### src/seq_pkg.sv
// Shared constants, types and register map of the start-up sequencer
package seq_pkg;

  // ----------------------------------------------------------------
  // Clock and switching period
  // ----------------------------------------------------------------
  localparam int unsigned MCLK_HZ      = 25_000_000;
  localparam logic [7:0]  SW_PERIOD_RST = 8'h53;    // About 300 kHz at mclk

  // ----------------------------------------------------------------
  // Run/soft-start thresholds, millivolts
  // ----------------------------------------------------------------
  localparam logic [11:0] SHUTDOWN_MV  = 12'h3E8;   // 1.0 V
  localparam logic [11:0] START_MV     = 12'h5DC;   // 1.5 V
  localparam logic [11:0] FULL_MV      = 12'hBB8;   // 3.0 V
  localparam logic [17:0] RAMP_SPAN_MV = 18'h005DC; // 3.0 V - 1.5 V

  // ----------------------------------------------------------------
  // Current limit across the sense resistor, millivolts
  // ----------------------------------------------------------------
  localparam logic [6:0]  ILIM_MIN_MV  = 7'h19;     // 25 mV
  localparam logic [6:0]  ILIM_MAX_MV  = 7'h48;     // 72 mV
  localparam logic [17:0] ILIM_SPAN_MV = 18'h0002F; // 72 mV - 25 mV
  localparam logic [3:0]  PULLUP_DEFEAT_UA = 4'h5;  // Latch-off defeat level

  // ----------------------------------------------------------------
  // Setpoints
  // ----------------------------------------------------------------
  localparam logic [10:0] VID_TOP_MV    = 11'h6AC;  // 1.708 V, code 0
  localparam logic [10:0] VID_BOTTOM_MV = 11'h2BC;  // 0.700 V, code 63
  localparam int unsigned VID_STEP_SHIFT = 4;       // 16 mV per step
  localparam logic [10:0] BOOT_MV_RST   = 11'h4B0;  // 1.2 V
  localparam logic [14:0] PG_WINDOW_DIV = 15'h000A; // Plus or minus 10 %
  localparam logic [3:0]  BOOT_CYCLES   = 4'hF;     // Switching periods

  // ----------------------------------------------------------------
  // Register map, byte addresses
  // ----------------------------------------------------------------
  localparam logic [7:0] REG_BOOT_MV   = 8'h00;
  localparam logic [7:0] REG_SW_PERIOD = 8'h04;
  localparam logic [7:0] REG_STATUS    = 8'h08;
  localparam logic [7:0] REG_LEVELS    = 8'h0C;
  localparam int unsigned ST_PG_BIT    = 3;
  localparam int unsigned ST_MODE_BIT  = 4;
  localparam int unsigned ST_LATCH_BIT = 5;
  localparam int unsigned ST_CODE_LSB  = 6;
  localparam int unsigned ST_CHIP_BIT  = 12;
  localparam int unsigned LV_ILIM_LSB  = 16;

  // ----------------------------------------------------------------
  // Types
  // ----------------------------------------------------------------
  typedef enum logic [2:0] {PH_SHUTDOWN, PH_IDLE, PH_RAMP, PH_BOOT, PH_VID} phase_t;

  typedef struct packed {
    logic        psel;
    logic        penable;
    logic        pwrite;
    logic [7:0]  paddr;
    logic [31:0] pwdata;
  } apb_req_t;

  typedef struct packed {
    logic        pready;
    logic        pslverr;
    logic [31:0] prdata;
  } apb_rsp_t;

  typedef struct packed {
    logic        switching_enable;
    logic        shutdown;
    logic        composite_power_good;
    logic        code_mode_select;
    logic [10:0] code_setpoint;
    logic [5:0]  feedback_leg_code;
    logic [6:0]  current_limit_mv;
    logic        latchoff_enable;
  } seq_out_t;

endpackage : seq_pkg

### src/startup_sequencer.sv
// Boot-voltage start-up and voltage-code hand-over sequencer with APB registers
`timescale 1ns/1ps
`default_nettype none

module startup_sequencer (
  input  wire logic             mclk,
  input  wire logic             reset,
  input  wire logic             clk_en,
  input  wire seq_pkg::apb_req_t apb_req,
  output var  seq_pkg::apb_rsp_t apb_rsp,
  input  wire logic [11:0]      run_ss_mv,
  input  wire logic [10:0]      vout_mv,
  input  wire logic [3:0]       ss_pullup_ua,
  input  wire logic             voltage_code_bit0,
  input  wire logic             voltage_code_bit1,
  input  wire logic             voltage_code_bit2,
  input  wire logic             voltage_code_bit3,
  input  wire logic             voltage_code_bit4,
  input  wire logic             voltage_code_bit5,
  input  wire logic             chipset_power_good_in,
  output var  seq_pkg::seq_out_t seq_out
);

  // ----------------------------------------------------------------
  // State
  // ----------------------------------------------------------------
  typedef struct packed {
    logic [6:0]        sync1;
    logic [6:0]        sync2;
    logic [6:0]        sync3;
    logic [6:0]        pins;
    seq_pkg::phase_t   phase;
    logic [3:0]        cnt;
    logic [10:0]       boot_mv;
    logic [7:0]        sw_period;
    seq_pkg::apb_rsp_t rsp;
    seq_pkg::seq_out_t out;
  } seq_state_t;

  seq_state_t q;
  seq_state_t d;

  logic        sw_tick;
  logic [5:0]  code;
  logic        chip_pg;
  logic [10:0] vid_mv;
  logic [10:0] target_mv;
  logic [10:0] err_mv;
  logic        in_window;
  logic [17:0] ramp_prod;
  logic [17:0] ramp_quot;
  logic [6:0]  ramp_ilim;
  logic        setup;
  logic        access;

  // ----------------------------------------------------------------
  // Switching clock
  // ----------------------------------------------------------------
  switch_tick_gen u_tick (
    .mclk   (mclk),
    .reset  (reset),
    .clk_en (clk_en),
    .run    (q.out.switching_enable),
    .period (q.sw_period),
    .tick   (sw_tick)
  );

  // ----------------------------------------------------------------
  // Helpers
  // ----------------------------------------------------------------
  // Filtered pins: code in low six bits, chipset power good on top
  assign code    = q.pins[5:0];
  assign chip_pg = q.pins[6];

  // Code to setpoint, falling one step per count
  assign vid_mv = seq_pkg::VID_TOP_MV - {1'b0, code, 4'h0};

  // Window follows the live target so power good stays meaningful after hand-over
  assign target_mv = q.out.code_mode_select ? q.out.code_setpoint : q.boot_mv;
  assign err_mv    = (vout_mv > target_mv) ? vout_mv - target_mv : target_mv - vout_mv;
  assign in_window = ({4'h0, err_mv} * seq_pkg::PG_WINDOW_DIV) <= {4'h0, target_mv};

  // Linear current-limit ramp; divider is by a constant so it folds small
  assign ramp_prod = {6'h00, run_ss_mv - seq_pkg::START_MV} * seq_pkg::ILIM_SPAN_MV;
  assign ramp_quot = ramp_prod / seq_pkg::RAMP_SPAN_MV;
  assign ramp_ilim = seq_pkg::ILIM_MIN_MV + ramp_quot[6:0];

  assign setup  = apb_req.psel && !apb_req.penable;
  assign access = apb_req.psel && apb_req.penable && q.rsp.pready;

  // ----------------------------------------------------------------
  // Next state
  // ----------------------------------------------------------------
  always_comb begin
    d = q;

    // Three-stage pin filter; a bit changes once stages two and three agree
    d.sync1 = {chipset_power_good_in, voltage_code_bit5, voltage_code_bit4,
               voltage_code_bit3, voltage_code_bit2, voltage_code_bit1, voltage_code_bit0};
    d.sync2 = q.sync1;
    d.sync3 = q.sync2;
    d.pins  = ((q.sync2 ~^ q.sync3) & q.sync3) | ((q.sync2 ^ q.sync3) & q.pins);

    // Sequencing by run level, then by phase
    if (run_ss_mv < seq_pkg::SHUTDOWN_MV) begin
      d.phase = seq_pkg::PH_SHUTDOWN;
      d.cnt   = 4'h0;
      d.out.code_mode_select = 1'b0;
    end else if (run_ss_mv < seq_pkg::START_MV) begin
      d.phase = seq_pkg::PH_IDLE;
      d.cnt   = 4'h0;
      d.out.code_mode_select = 1'b0;
    end else begin
      unique case (q.phase)
        seq_pkg::PH_SHUTDOWN, seq_pkg::PH_IDLE: begin
          d.phase = seq_pkg::PH_RAMP;
        end
        seq_pkg::PH_RAMP: begin
          if (run_ss_mv >= seq_pkg::FULL_MV) begin
            d.phase = seq_pkg::PH_BOOT;
          end
        end
        seq_pkg::PH_BOOT: begin
          if (!q.out.composite_power_good) begin
            d.cnt = 4'h0;
          end else if (sw_tick) begin
            if (q.cnt == seq_pkg::BOOT_CYCLES - 4'h1) begin
              d.phase = seq_pkg::PH_VID;
              d.out.code_mode_select = 1'b1;
            end else begin
              d.cnt = q.cnt + 4'h1;
            end
          end
        end
        seq_pkg::PH_VID: begin
          d.phase = seq_pkg::PH_VID;
        end
      endcase
    end

    // Outputs derived from the next phase; latch-off from the pull-up current alone
    d.out.shutdown         = (d.phase == seq_pkg::PH_SHUTDOWN);
    d.out.switching_enable = (d.phase == seq_pkg::PH_RAMP) || (d.phase == seq_pkg::PH_BOOT)
                           || (d.phase == seq_pkg::PH_VID);
    d.out.composite_power_good = d.out.switching_enable && (q.phase != seq_pkg::PH_RAMP)
                               && in_window && chip_pg;
    d.out.latchoff_enable  = (ss_pullup_ua <= seq_pkg::PULLUP_DEFEAT_UA);

    // Target and leg selection; code takes over only in the final phase
    if (d.phase == seq_pkg::PH_VID) begin
      d.out.code_setpoint     = vid_mv;
      d.out.feedback_leg_code = code;
    end else if (d.out.switching_enable) begin
      d.out.code_setpoint     = q.boot_mv;
      d.out.feedback_leg_code = 6'h00;
    end else begin
      d.out.code_setpoint     = 11'h000;
      d.out.feedback_leg_code = 6'h00;
    end

    // Current limit: ramp while below full level, ceiling above it
    if (!d.out.switching_enable) begin
      d.out.current_limit_mv = 7'h00;
    end else if (run_ss_mv >= seq_pkg::FULL_MV) begin
      d.out.current_limit_mv = seq_pkg::ILIM_MAX_MV;
    end else begin
      d.out.current_limit_mv = ramp_ilim;
    end

    // APB slave: answer one cycle after setup, data latched then
    d.rsp.pready  = 1'b0;
    d.rsp.pslverr = 1'b0;
    if (setup) begin
      d.rsp.pready = 1'b1;
      d.rsp.prdata = 32'h0000_0000;
      unique case (apb_req.paddr)
        seq_pkg::REG_BOOT_MV:   d.rsp.prdata[10:0] = q.boot_mv;
        seq_pkg::REG_SW_PERIOD: d.rsp.prdata[7:0]  = q.sw_period;
        seq_pkg::REG_STATUS: begin
          d.rsp.prdata[2:0]                  = q.phase;
          d.rsp.prdata[seq_pkg::ST_PG_BIT]    = q.out.composite_power_good;
          d.rsp.prdata[seq_pkg::ST_MODE_BIT]  = q.out.code_mode_select;
          d.rsp.prdata[seq_pkg::ST_LATCH_BIT] = q.out.latchoff_enable;
          d.rsp.prdata[seq_pkg::ST_CODE_LSB +: 6] = code;
          d.rsp.prdata[seq_pkg::ST_CHIP_BIT]  = chip_pg;
        end
        seq_pkg::REG_LEVELS: begin
          d.rsp.prdata[10:0]                     = q.out.code_setpoint;
          d.rsp.prdata[seq_pkg::LV_ILIM_LSB +: 7] = q.out.current_limit_mv;
        end
        default: d.rsp.pslverr = 1'b1;
      endcase
    end
    if (access && apb_req.pwrite) begin
      if (apb_req.paddr == seq_pkg::REG_BOOT_MV) begin
        d.boot_mv = apb_req.pwdata[10:0];
      end
      // A zero period would stretch the tick to every 256 cycles; keep the old value instead
      if (apb_req.paddr == seq_pkg::REG_SW_PERIOD && apb_req.pwdata[7:0] != 8'h00) begin
        d.sw_period = apb_req.pwdata[7:0];
      end
    end
  end

  // ----------------------------------------------------------------
  // Registered state
  // ----------------------------------------------------------------
  always_ff @(posedge mclk) begin
    if (reset) begin
      q           <= '0;
      q.boot_mv   <= seq_pkg::BOOT_MV_RST;
      q.sw_period <= seq_pkg::SW_PERIOD_RST;
    end else if (clk_en) begin
      q <= d;
    end
  end

  assign apb_rsp = q.rsp;
  assign seq_out = q.out;
endmodule : startup_sequencer

`default_nettype wire

### src/switch_tick_gen.sv
// Switching-period tick generator driven by a programmable period
`timescale 1ns/1ps
`default_nettype none

module switch_tick_gen (
  input  wire logic       mclk,
  input  wire logic       reset,
  input  wire logic       clk_en,
  input  wire logic       run,
  input  wire logic [7:0] period,
  output var  logic       tick
);

  typedef struct packed {
    logic [7:0] cnt;
    logic       tick;
  } tick_state_t;

  tick_state_t q;
  tick_state_t d;

  // ----------------------------------------------------------------
  // Period counter
  // ----------------------------------------------------------------
  // Held at zero while idle so the first period after start is whole
  always_comb begin
    d      = q;
    d.tick = 1'b0;
    if (!run) begin
      d.cnt = 8'h00;
    end else if (q.cnt >= period - 8'h01) begin
      d.cnt  = 8'h00;
      d.tick = 1'b1;
    end else begin
      d.cnt = q.cnt + 8'h01;
    end
  end

  // Registered state
  always_ff @(posedge mclk) begin
    if (reset) begin
      q <= '0;
    end else if (clk_en) begin
      q <= d;
    end
  end

  assign tick = q.tick;

endmodule : switch_tick_gen

`default_nettype wire

### config.mk
export PLATFORM = sky130hd
export DESIGN_NAME = startup_sequencer
export DESIGN_NICKNAME = d
export VERILOG_FILES = /design/src/seq_pkg.sv /design/src/startup_sequencer.sv /design/src/switch_tick_gen.sv
export SDC_FILE = /design/constraint.sdc
export NUM_CORES = 1
export LEC_CHECK = 0
export ABC_AREA = 1
export BUFFER_PORTS_ARGS = -buffer_cell sky130_fd_sc_hd__buf_2
export CORE_MARGIN = 2
export CORE_UTILIZATION = 50
export CTS_CLUSTER_SIZE = 16
export DETAILED_ROUTE_END_ITERATION = 7
export PLACE_DENSITY = 0.79
export SETUP_SLACK_MARGIN = 0.5
export SLEW_MARGIN = 15
export SYNTH_ARGS = -nofsm -noshare
export SYNTH_HDL_FRONTEND = slang
export SYNTH_SLANG_ARGS = --single-unit
### constraint.sdc
create_clock -name mclk -period 14.27 [get_ports mclk]
set_input_delay 2.854 -clock mclk [delete_from_list [all_inputs] [get_ports mclk]]
set_output_delay 2.854 -clock mclk [all_outputs]
set_load 0.02 [all_outputs]
After elaboration in Yosys (flattened, before gate mapping) --
Index checks and enable logic that the tools add are counted.
Word-level totals: memory bits (read-only) 0, output and inout bits 63, memories 0, logic and storage cells 116, input port bits 80, bits in latches 0, bits in writable memories 0, flip-flop bits (word level) 114
Operators by class: magnitude comparators 7, reduce and logical (&&, ||, !) cells 26, equal/unequal tests 14, add/subtract/negate cells 8, bitwise logic cells 5, shifts and indexed selects 0, multiplexer cells 32, div/mod/pow operators 1, multiply operators 2
Operators with widths (count):
- $mux 7 | 6
- $mux 17 | 2
- $mux 34 | 1
- $pmux 8 s4 | 1
- $mux 11 | 2
- $sub 11x11->11 | 2
- $div 18x11->18 const B | 1
- $mul 12x6->18 const B | 1
- $eq 8x4->1 const B | 2
- $mux 8 | 2
- $le 15x11->1 | 1
- $and 7x7->7 | 2
- $mul 11x3->14 const B | 1
- $eq 3x2->1 const B | 4
- $ge 12x12->1 const B | 1
- $lt 12x10->1 const B | 1
- $lt 12x11->1 const B | 1
- $mux 4 | 3
- $pmux 3 s4 | 1
- $reduce_bool 3->1 | 4
- $sub 12x11->12 const B | 1
- $gt 11x11->1 | 1
- $sub 11x10->11 const A | 1
- $mux 1 | 9
- 31 further kinds | 44

Longest topological paths before layout --
Gate-level depths: netlist of run 1.
word-level depth 13, mapped depth 85, gate-level depth less buffers 83

Cells and area by module --
Synthesis of run 1 repeated with hierarchy kept, for this count alone.
Unflattened totals: cells, all modules 1816, area, all modules 12208.0 um2
By module, submodules not included:
- startup_sequencer | area an instance 11426.0 um2, cells an instance 1695, sequential area each 2102.0 um2, times used 1
- switch_tick_gen | area an instance 782.0 um2, cells an instance 121, sequential area each 180.2 um2, times used 1

Least setup slack after synthesis of run 1 --
No wires, ideal clock.
path kind input to register, start point input run_ss_mv[2], end point register q, in the netlist seq_out[7], arrival 11.743 ns, stages 72, setup slack 2.395 ns, library setup time 0.132 ns, path buffers 5, data required time 14.138 ns, cell sequence ha_1 -> a21oi_1 -> nor2_1 -> a21oi_1 -> xor2_1 -> fa_1 -> fa_1 -> inv_1 -> fa_1 -> inv_1 -> ha_1 -> nand2_1 -> nor2_1 -> nand3_1 -> nand2_1 -> nand2_1 -> nand2_2 -> nand3_4 -> [36 not listed] -> buf_8 -> nand2_1 -> nand4_2 -> inv_2 -> nand3_2 -> nand2_4 -> nand2_1 -> xor2_1 -> nand2_1 -> nand2_2 -> nand2_4 -> ha_1 -> nand2_1 -> nand3_1 -> nand2_1 -> nor2_1 -> o31ai_1 -> a21oi_1
Between the ends: cells in the longest elaborated chain, start to end 9, elaborated cells between the ends (all ways) 18, classes of those cells add/sub: 2; mul: 1; div: 1; order compare: 3; eq/ne: 3; mux: 6; reduce/logical: 2
RTL lines:
- from (decl) | RTL line startup_sequencer.sv:11 | input wire logic [11:0] run_ss_mv,
- parallel branches: the longest is 8 deep, another holds $mul 12x6->18
- $mux 7 (*) | RTL line startup_sequencer.sv:162 | if (!d.out.switching_enable) begin
- to (decl) | RTL line startup_sequencer.sv:40 | seq_state_t q;
Mark *: on every way between the ends. A chain may end at the register's enable or synchronous reset.

Worst setup path in the final report of run 1 --
Same ends and word-level chain as after synthesis.

==> impl_metrics.toml, run 1 <==
[logic_synthesis]
synthTopCellsByArea = "dfxtp_1, nand2_1, ha_1"
syn_avg_cell_area_um2 = 6.720
synth_area_um2 = 11820
synthCells = 1759
synth_top_area_share_pct = 19.31
yosysSeqAreaShare_pct = 19.31
async_reset_ff_share_pct = 0
yosys.area.top_type = "dfxtp_1"
synth_common_cells = "nand2_1, inv_1, a21oi_1, nor2_1, nand3_1"
synth_edf_count = 0
synth_most_common_cell = "nand2_1"
ys_warn_count = 0
synth.distinct_cells = 60
synth-seq-cells = 114
ys.flop_type = "dfxtp_1"

[timing]
setup_violations = 0
rsz0062_at_grt = "false"
min_period_ns = 12.83
worst_slack_ns = 1.438
fin_crit_sh_pct = 89.93
fmax_mhz = 77.93
final.setup_skew_ns = 0.01864
maxSlewViolCount = 0
relSlewSlack_pct = 28.37
hold_viol_final = 0
fin_setup_tns_ns = 0
tightest_slew_ns = 1.061

[setup_path]
cp_max_fo = 13
critical_path_class = "primary input to flop"
critPathCaptureType = "flop"
r2r-start = "seq_out[25]"
path_buf_inv = 4
cp_data_arrival_time_ns = 13.12
crit_required_ns = 14.56
start_kind = "primary input"
crit_top_cell = "nand2_1"
critPathTopFamily = "simple AND/OR/NAND/NOR gates"
slowest_stage = "fa_1"
startpoint = "run_ss_mv[2]"
slowest_delay_ns = 0.58

[worst_hold_path]
hp-start = "seq_out[12]"
hold_path.class = "flop to flop"

[cells_and_area]
fin_nets = 2032
seq_area_um2 = 2282
n_antenna_cell = 0
multi_input_area_um2 = 8003
area_delta_synth_final_pct = 9.568
nFillCells = 2213
drive_above_1_share_pct = 16.19
design_area_um2 = 12950

[global_routing]
grt_pass1_vias = 10170
grt_max_degree = 67
grt_pass1_wl_um = 47000
gr-total-overflow = 0
grt_use_total_pct = 23.23
antenna_found_initial = 0

[placement]
place_area_um2 = 12200
dpl.hpwl_um = 22920
place_ws_ns = 0.3770
place_congestion = 0.9205
portBuffers = 108

[cts]
insertion_delay_ns = 0.43
numCtsBuffers = 17
clock-sinks = 114
cts_root_buf = "clkbuf_16"
cts_hold_buffers = 0
htree_levels = 4
clock_tree.buffer_depth = 2
clkTransAtPathRegs_ns = 0.07
tritoncts = "built"

[detailed_routing]
drt_iter0_drc = 924
wire_per_inst_um = 13.72
drc = 0
drtAntennaViolNets = 0
vias = 11310
totalWireLength_um = 29450
firstDrtPassIters = 6
viasPerCell = 5.267

[floorplanning]
die_w_um = 157.8
initial_core_util_pct = 50.66
die_area_um2 = 24890
io_pins = 143
core_area_um2 = 23330
die_h_um = 157.8
num_rows = 56

[run]
drv_cap = 0

[run_status]
outcome = "complete, no violations"
[sequential cells by signal (all words and copies together), names as in the netlist]
signal,count
u_tick.tick,1
q,33
u_tick.q,8
d,14
chip_pg,1
apb_rsp,22
seq_out,29
code,6
[cells in the final DEF (no fill, tap or decap), types with 21 or more instances in the layout]
cell and count:
a21oi_1 128, buf_2 108, dfxtp_1 114, fa_1 27
ha_1 110, inv_1 241, nand2_1 384, nand2_2 42
nand3_1 118, nor2_1 123, o21ai_0 105, xnor2_1 21
xor2_1 32
[metrics by stage]
stage / hold slack (ns) / cells / util [%]
finish: 0.4605 / 2147 / 55.51
global route: 0.4842 / 2147 / 55.51
CTS: 0.4636 / 2137 / 54.79
detailed placement: 0.4537 / 2105 / 52.27
global placement: 0.4504 / 2105 / 52.27
floorplan: 0.4409 / 1770 / -
[final timing paths]
kind	end	cells after the start	slack (ns)
hold / removal	seq_out[12]	2	0.46
setup / recovery	seq_out[7]	70	1.44
setup reg to reg	seq_out[26]	36	7.26
hold reg to reg	seq_out[12]	2	0.46
[worst reg2reg max path: cells and delay by family, from the launching register on]
family,cells,cell delay (ns)
AOI/OAI and AO/OA,13,2.42
xor gates and xnor gates,2,0.33
adders and majority gates,5,1.53
buffers and inverters,6,0.68
DFF,1,0.83
and+or+nand+nor,10,1.12
[routing by layer]
| metal | vias up | wire length, um | global-route usage [%] |
|---|---|---|---|
| li1 | 5764 | - | - |
| met1 | 5136 | 13180 | 30.37 |
| met2 | 341 | 13380 | 38.07 |
| met3 | 67 | 1848 | 3.887 |
| met4 | 0 | 1037 | 9.351 |
| met5 | - | 0 | 0 |
[layout make-up]
class                   count  area share (%)
well taps                 319           3.082
clock inverters            15           1.246
flip-flops and latches    114           17.62
repair buffers            126           5.313
inverters                 264           7.670
clock buffers              17           3.284
multi-input cells        1292           61.79
[repair_timing]
action / CTS / global route
hold endpoints to repair: 0 / 0
endpoints found under the setup margin: 0 / 6
buffers inserted: 0 / 10
gates resized for setup: 0 / 17
[logic make-up (layout without fill, tap and decap cells)]
logic type,after synthesis,after routing,synth area share (%)
mux,2,2,0.1694
simple gates,773,773,31.02
fa+ha+maj,137,137,16.22
compound gates,311,311,14.70
buf+inv,364,422,14.11
other cells,1,12,0.03172
xor+xnor,57,57,4.446
flops,114,114,19.31
Power of run 1 is not shown: default switching activity piles up to over one toggle a cycle in this logic, so the estimate is an artifact.
==> run 2: changes to the inputs <==
--- a/config.mk
+++ b/config.mk
@@ -12,6 +12,7 @@
 export CTS_CLUSTER_SIZE = 16
 export DETAILED_ROUTE_END_ITERATION = 7
 export PLACE_DENSITY = 0.79
+export REMOVE_ABC_BUFFERS = 1
 export SETUP_SLACK_MARGIN = 0.5
 export SLEW_MARGIN = 15
 export SYNTH_ARGS = -nofsm -noshare
==> impl_metrics.toml, run 2 (synthesis results as in run 1) <==
[timing]
relSlewSlack_pct = 30.21
hold_viol_final = 0
maxSlewViolCount = 0
fin_setup_tns_ns = 0
fin_crit_sh_pct = 90.52
final.setup_skew_ns = 0.01070
rsz0062_at_grt = "false"
tightest_slew_ns = 1.037
fmax_mhz = 77.42
min_period_ns = 12.92
setup_violations = 0

[setup_path]
slowest_stage = "fa_1"
critPathCaptureType = "flop"
start_kind = "primary input"
cp_max_fo = 13
crit_top_cell = "nand2_1"
cp_data_arrival_time_ns = 13.19
crit_required_ns = 14.54
critical_path_class = "primary input to flop"
slowest_delay_ns = 0.51

[cts]
clkTransAtPathRegs_ns = 0.06
insertion_delay_ns = 0.42
tritoncts = "built"
numCtsBuffers = 17
cts_root_buf = "clkbuf_16"
cts_hold_buffers = 0
clock_tree.buffer_depth = 2
htree_levels = 4
clock-sinks = 114

[placement]
place_congestion = 0.8709
dp.cells = 2107
portBuffers = 108
dpl.hpwl_um = 23180

[run]
drv_cap = 0

[floorplanning]
die_w_um = 157.8
die_h_um = 157.8
core_area_um2 = 23330
io_pins = 143
die_area_um2 = 24890
initial_core_util_pct = 50.66
num_rows = 56

[cells_and_area]
final_cells = 2150
top_register = "q"
final_common_cell = "nand2_1"
n_antenna_cell = 0
mostFrequentLayoutCells = "nand2_1, inv_1, a21oi_1, nor2_1, nand3_1"
largest_register_ffs = 33
nFillCells = 2216
area_delta_synth_final_pct = 9.779
fin_nets = 2035
drive_above_1_share_pct = 16.17

[detailed_routing]
drtAntennaViolNets = 0
vias = 11510
drt_iter0_drc = 778
viasPerCell = 5.354
firstDrtPassIters = 5
totalWireLength_um = 30550
drc = 0
wire_per_inst_um = 14.21

[global_routing]
grt_max_degree = 67
grt_pass1_wl_um = 49850
gr-total-overflow = 0
antenna_found_initial = 0
grt_use_total_pct = 24.55
grt_pass1_vias = 10650

[run_status]
outcome = "complete, no violations"

[worst_hold_path]
hold_path.class = "flop to flop"
run 2: cell types whose count changed in the layout (fill, tap and decap cells not counted), sizes merged:
cell	delta
bufinv	+1
buf	+3
inv	-1
nand3	+1
clkbuf	-1
run 2: worst paths after layout:
kind                                    from     endpoint  slack, ns  cells past startpoint
worst max-delay path            run_ss_mv[2]   seq_out[7]       1.35                     72
worst min-delay path             seq_out[12]  seq_out[12]       0.46                      2
worst max register to register   seq_out[25]  seq_out[26]       7.18                     34
worst min register to register   seq_out[12]  seq_out[12]       0.46                      2
run 2: cell type report:
cell class | count | area, um^2 | area share, %
Multi-Input combinational cell | 1293 | 8015 | 61.76
Sequential cell | 114 | 2282 | 17.59
Inverter | 264 | 993.5 | 7.655
Timing Repair Buffer | 128 | 690.7 | 5.322
Clock buffer | 17 | 425.4 | 3.278
Tap cell | 319 | 399.1 | 3.076
Clock inverter | 15 | 171.4 | 1.321
run 2: worst max-delay path, delay by kind of cell:
kind,cells,cell delay [ns]
fa+ha+maj,6,2.04
compound gates,7,1.09
simple gates,48,5.93
xor+xnor,1,0.22
buf+inv,10,1.02
run 2: timing repair:
action | CTS | global route
setup endpoints to repair | 0 | 7
setup buffers | 0 | 10
resized for setup | 0 | 15
run 2: metrics by stage:
stage	setup WS, ns	utilization (%)	hold WS [ns]	area, um^2
after CTS	0.6602	54.90	0.4648	12810
after detailed placement	0.1926	52.34	0.4551	12210
after global placement	0.6018	52.34	0.4495	12210
final	1.353	55.62	0.4610	12980
after floorplan	2.195	-	0.4349	11190
after global routing	0.4079	55.62	0.4779	12980
run 2: metal layers:
layer | vias up | wire length [um] | track usage [%]
met4 | 0 | 716 | 8.009
li1 | 5767 | - | -
met5 | - | 0 | 0
met1 | 5291 | 13220 | 30.58
met2 | 385 | 14720 | 42.42
met3 | 68 | 1890 | 4.873
Power of run 2 is left out for the same reason.
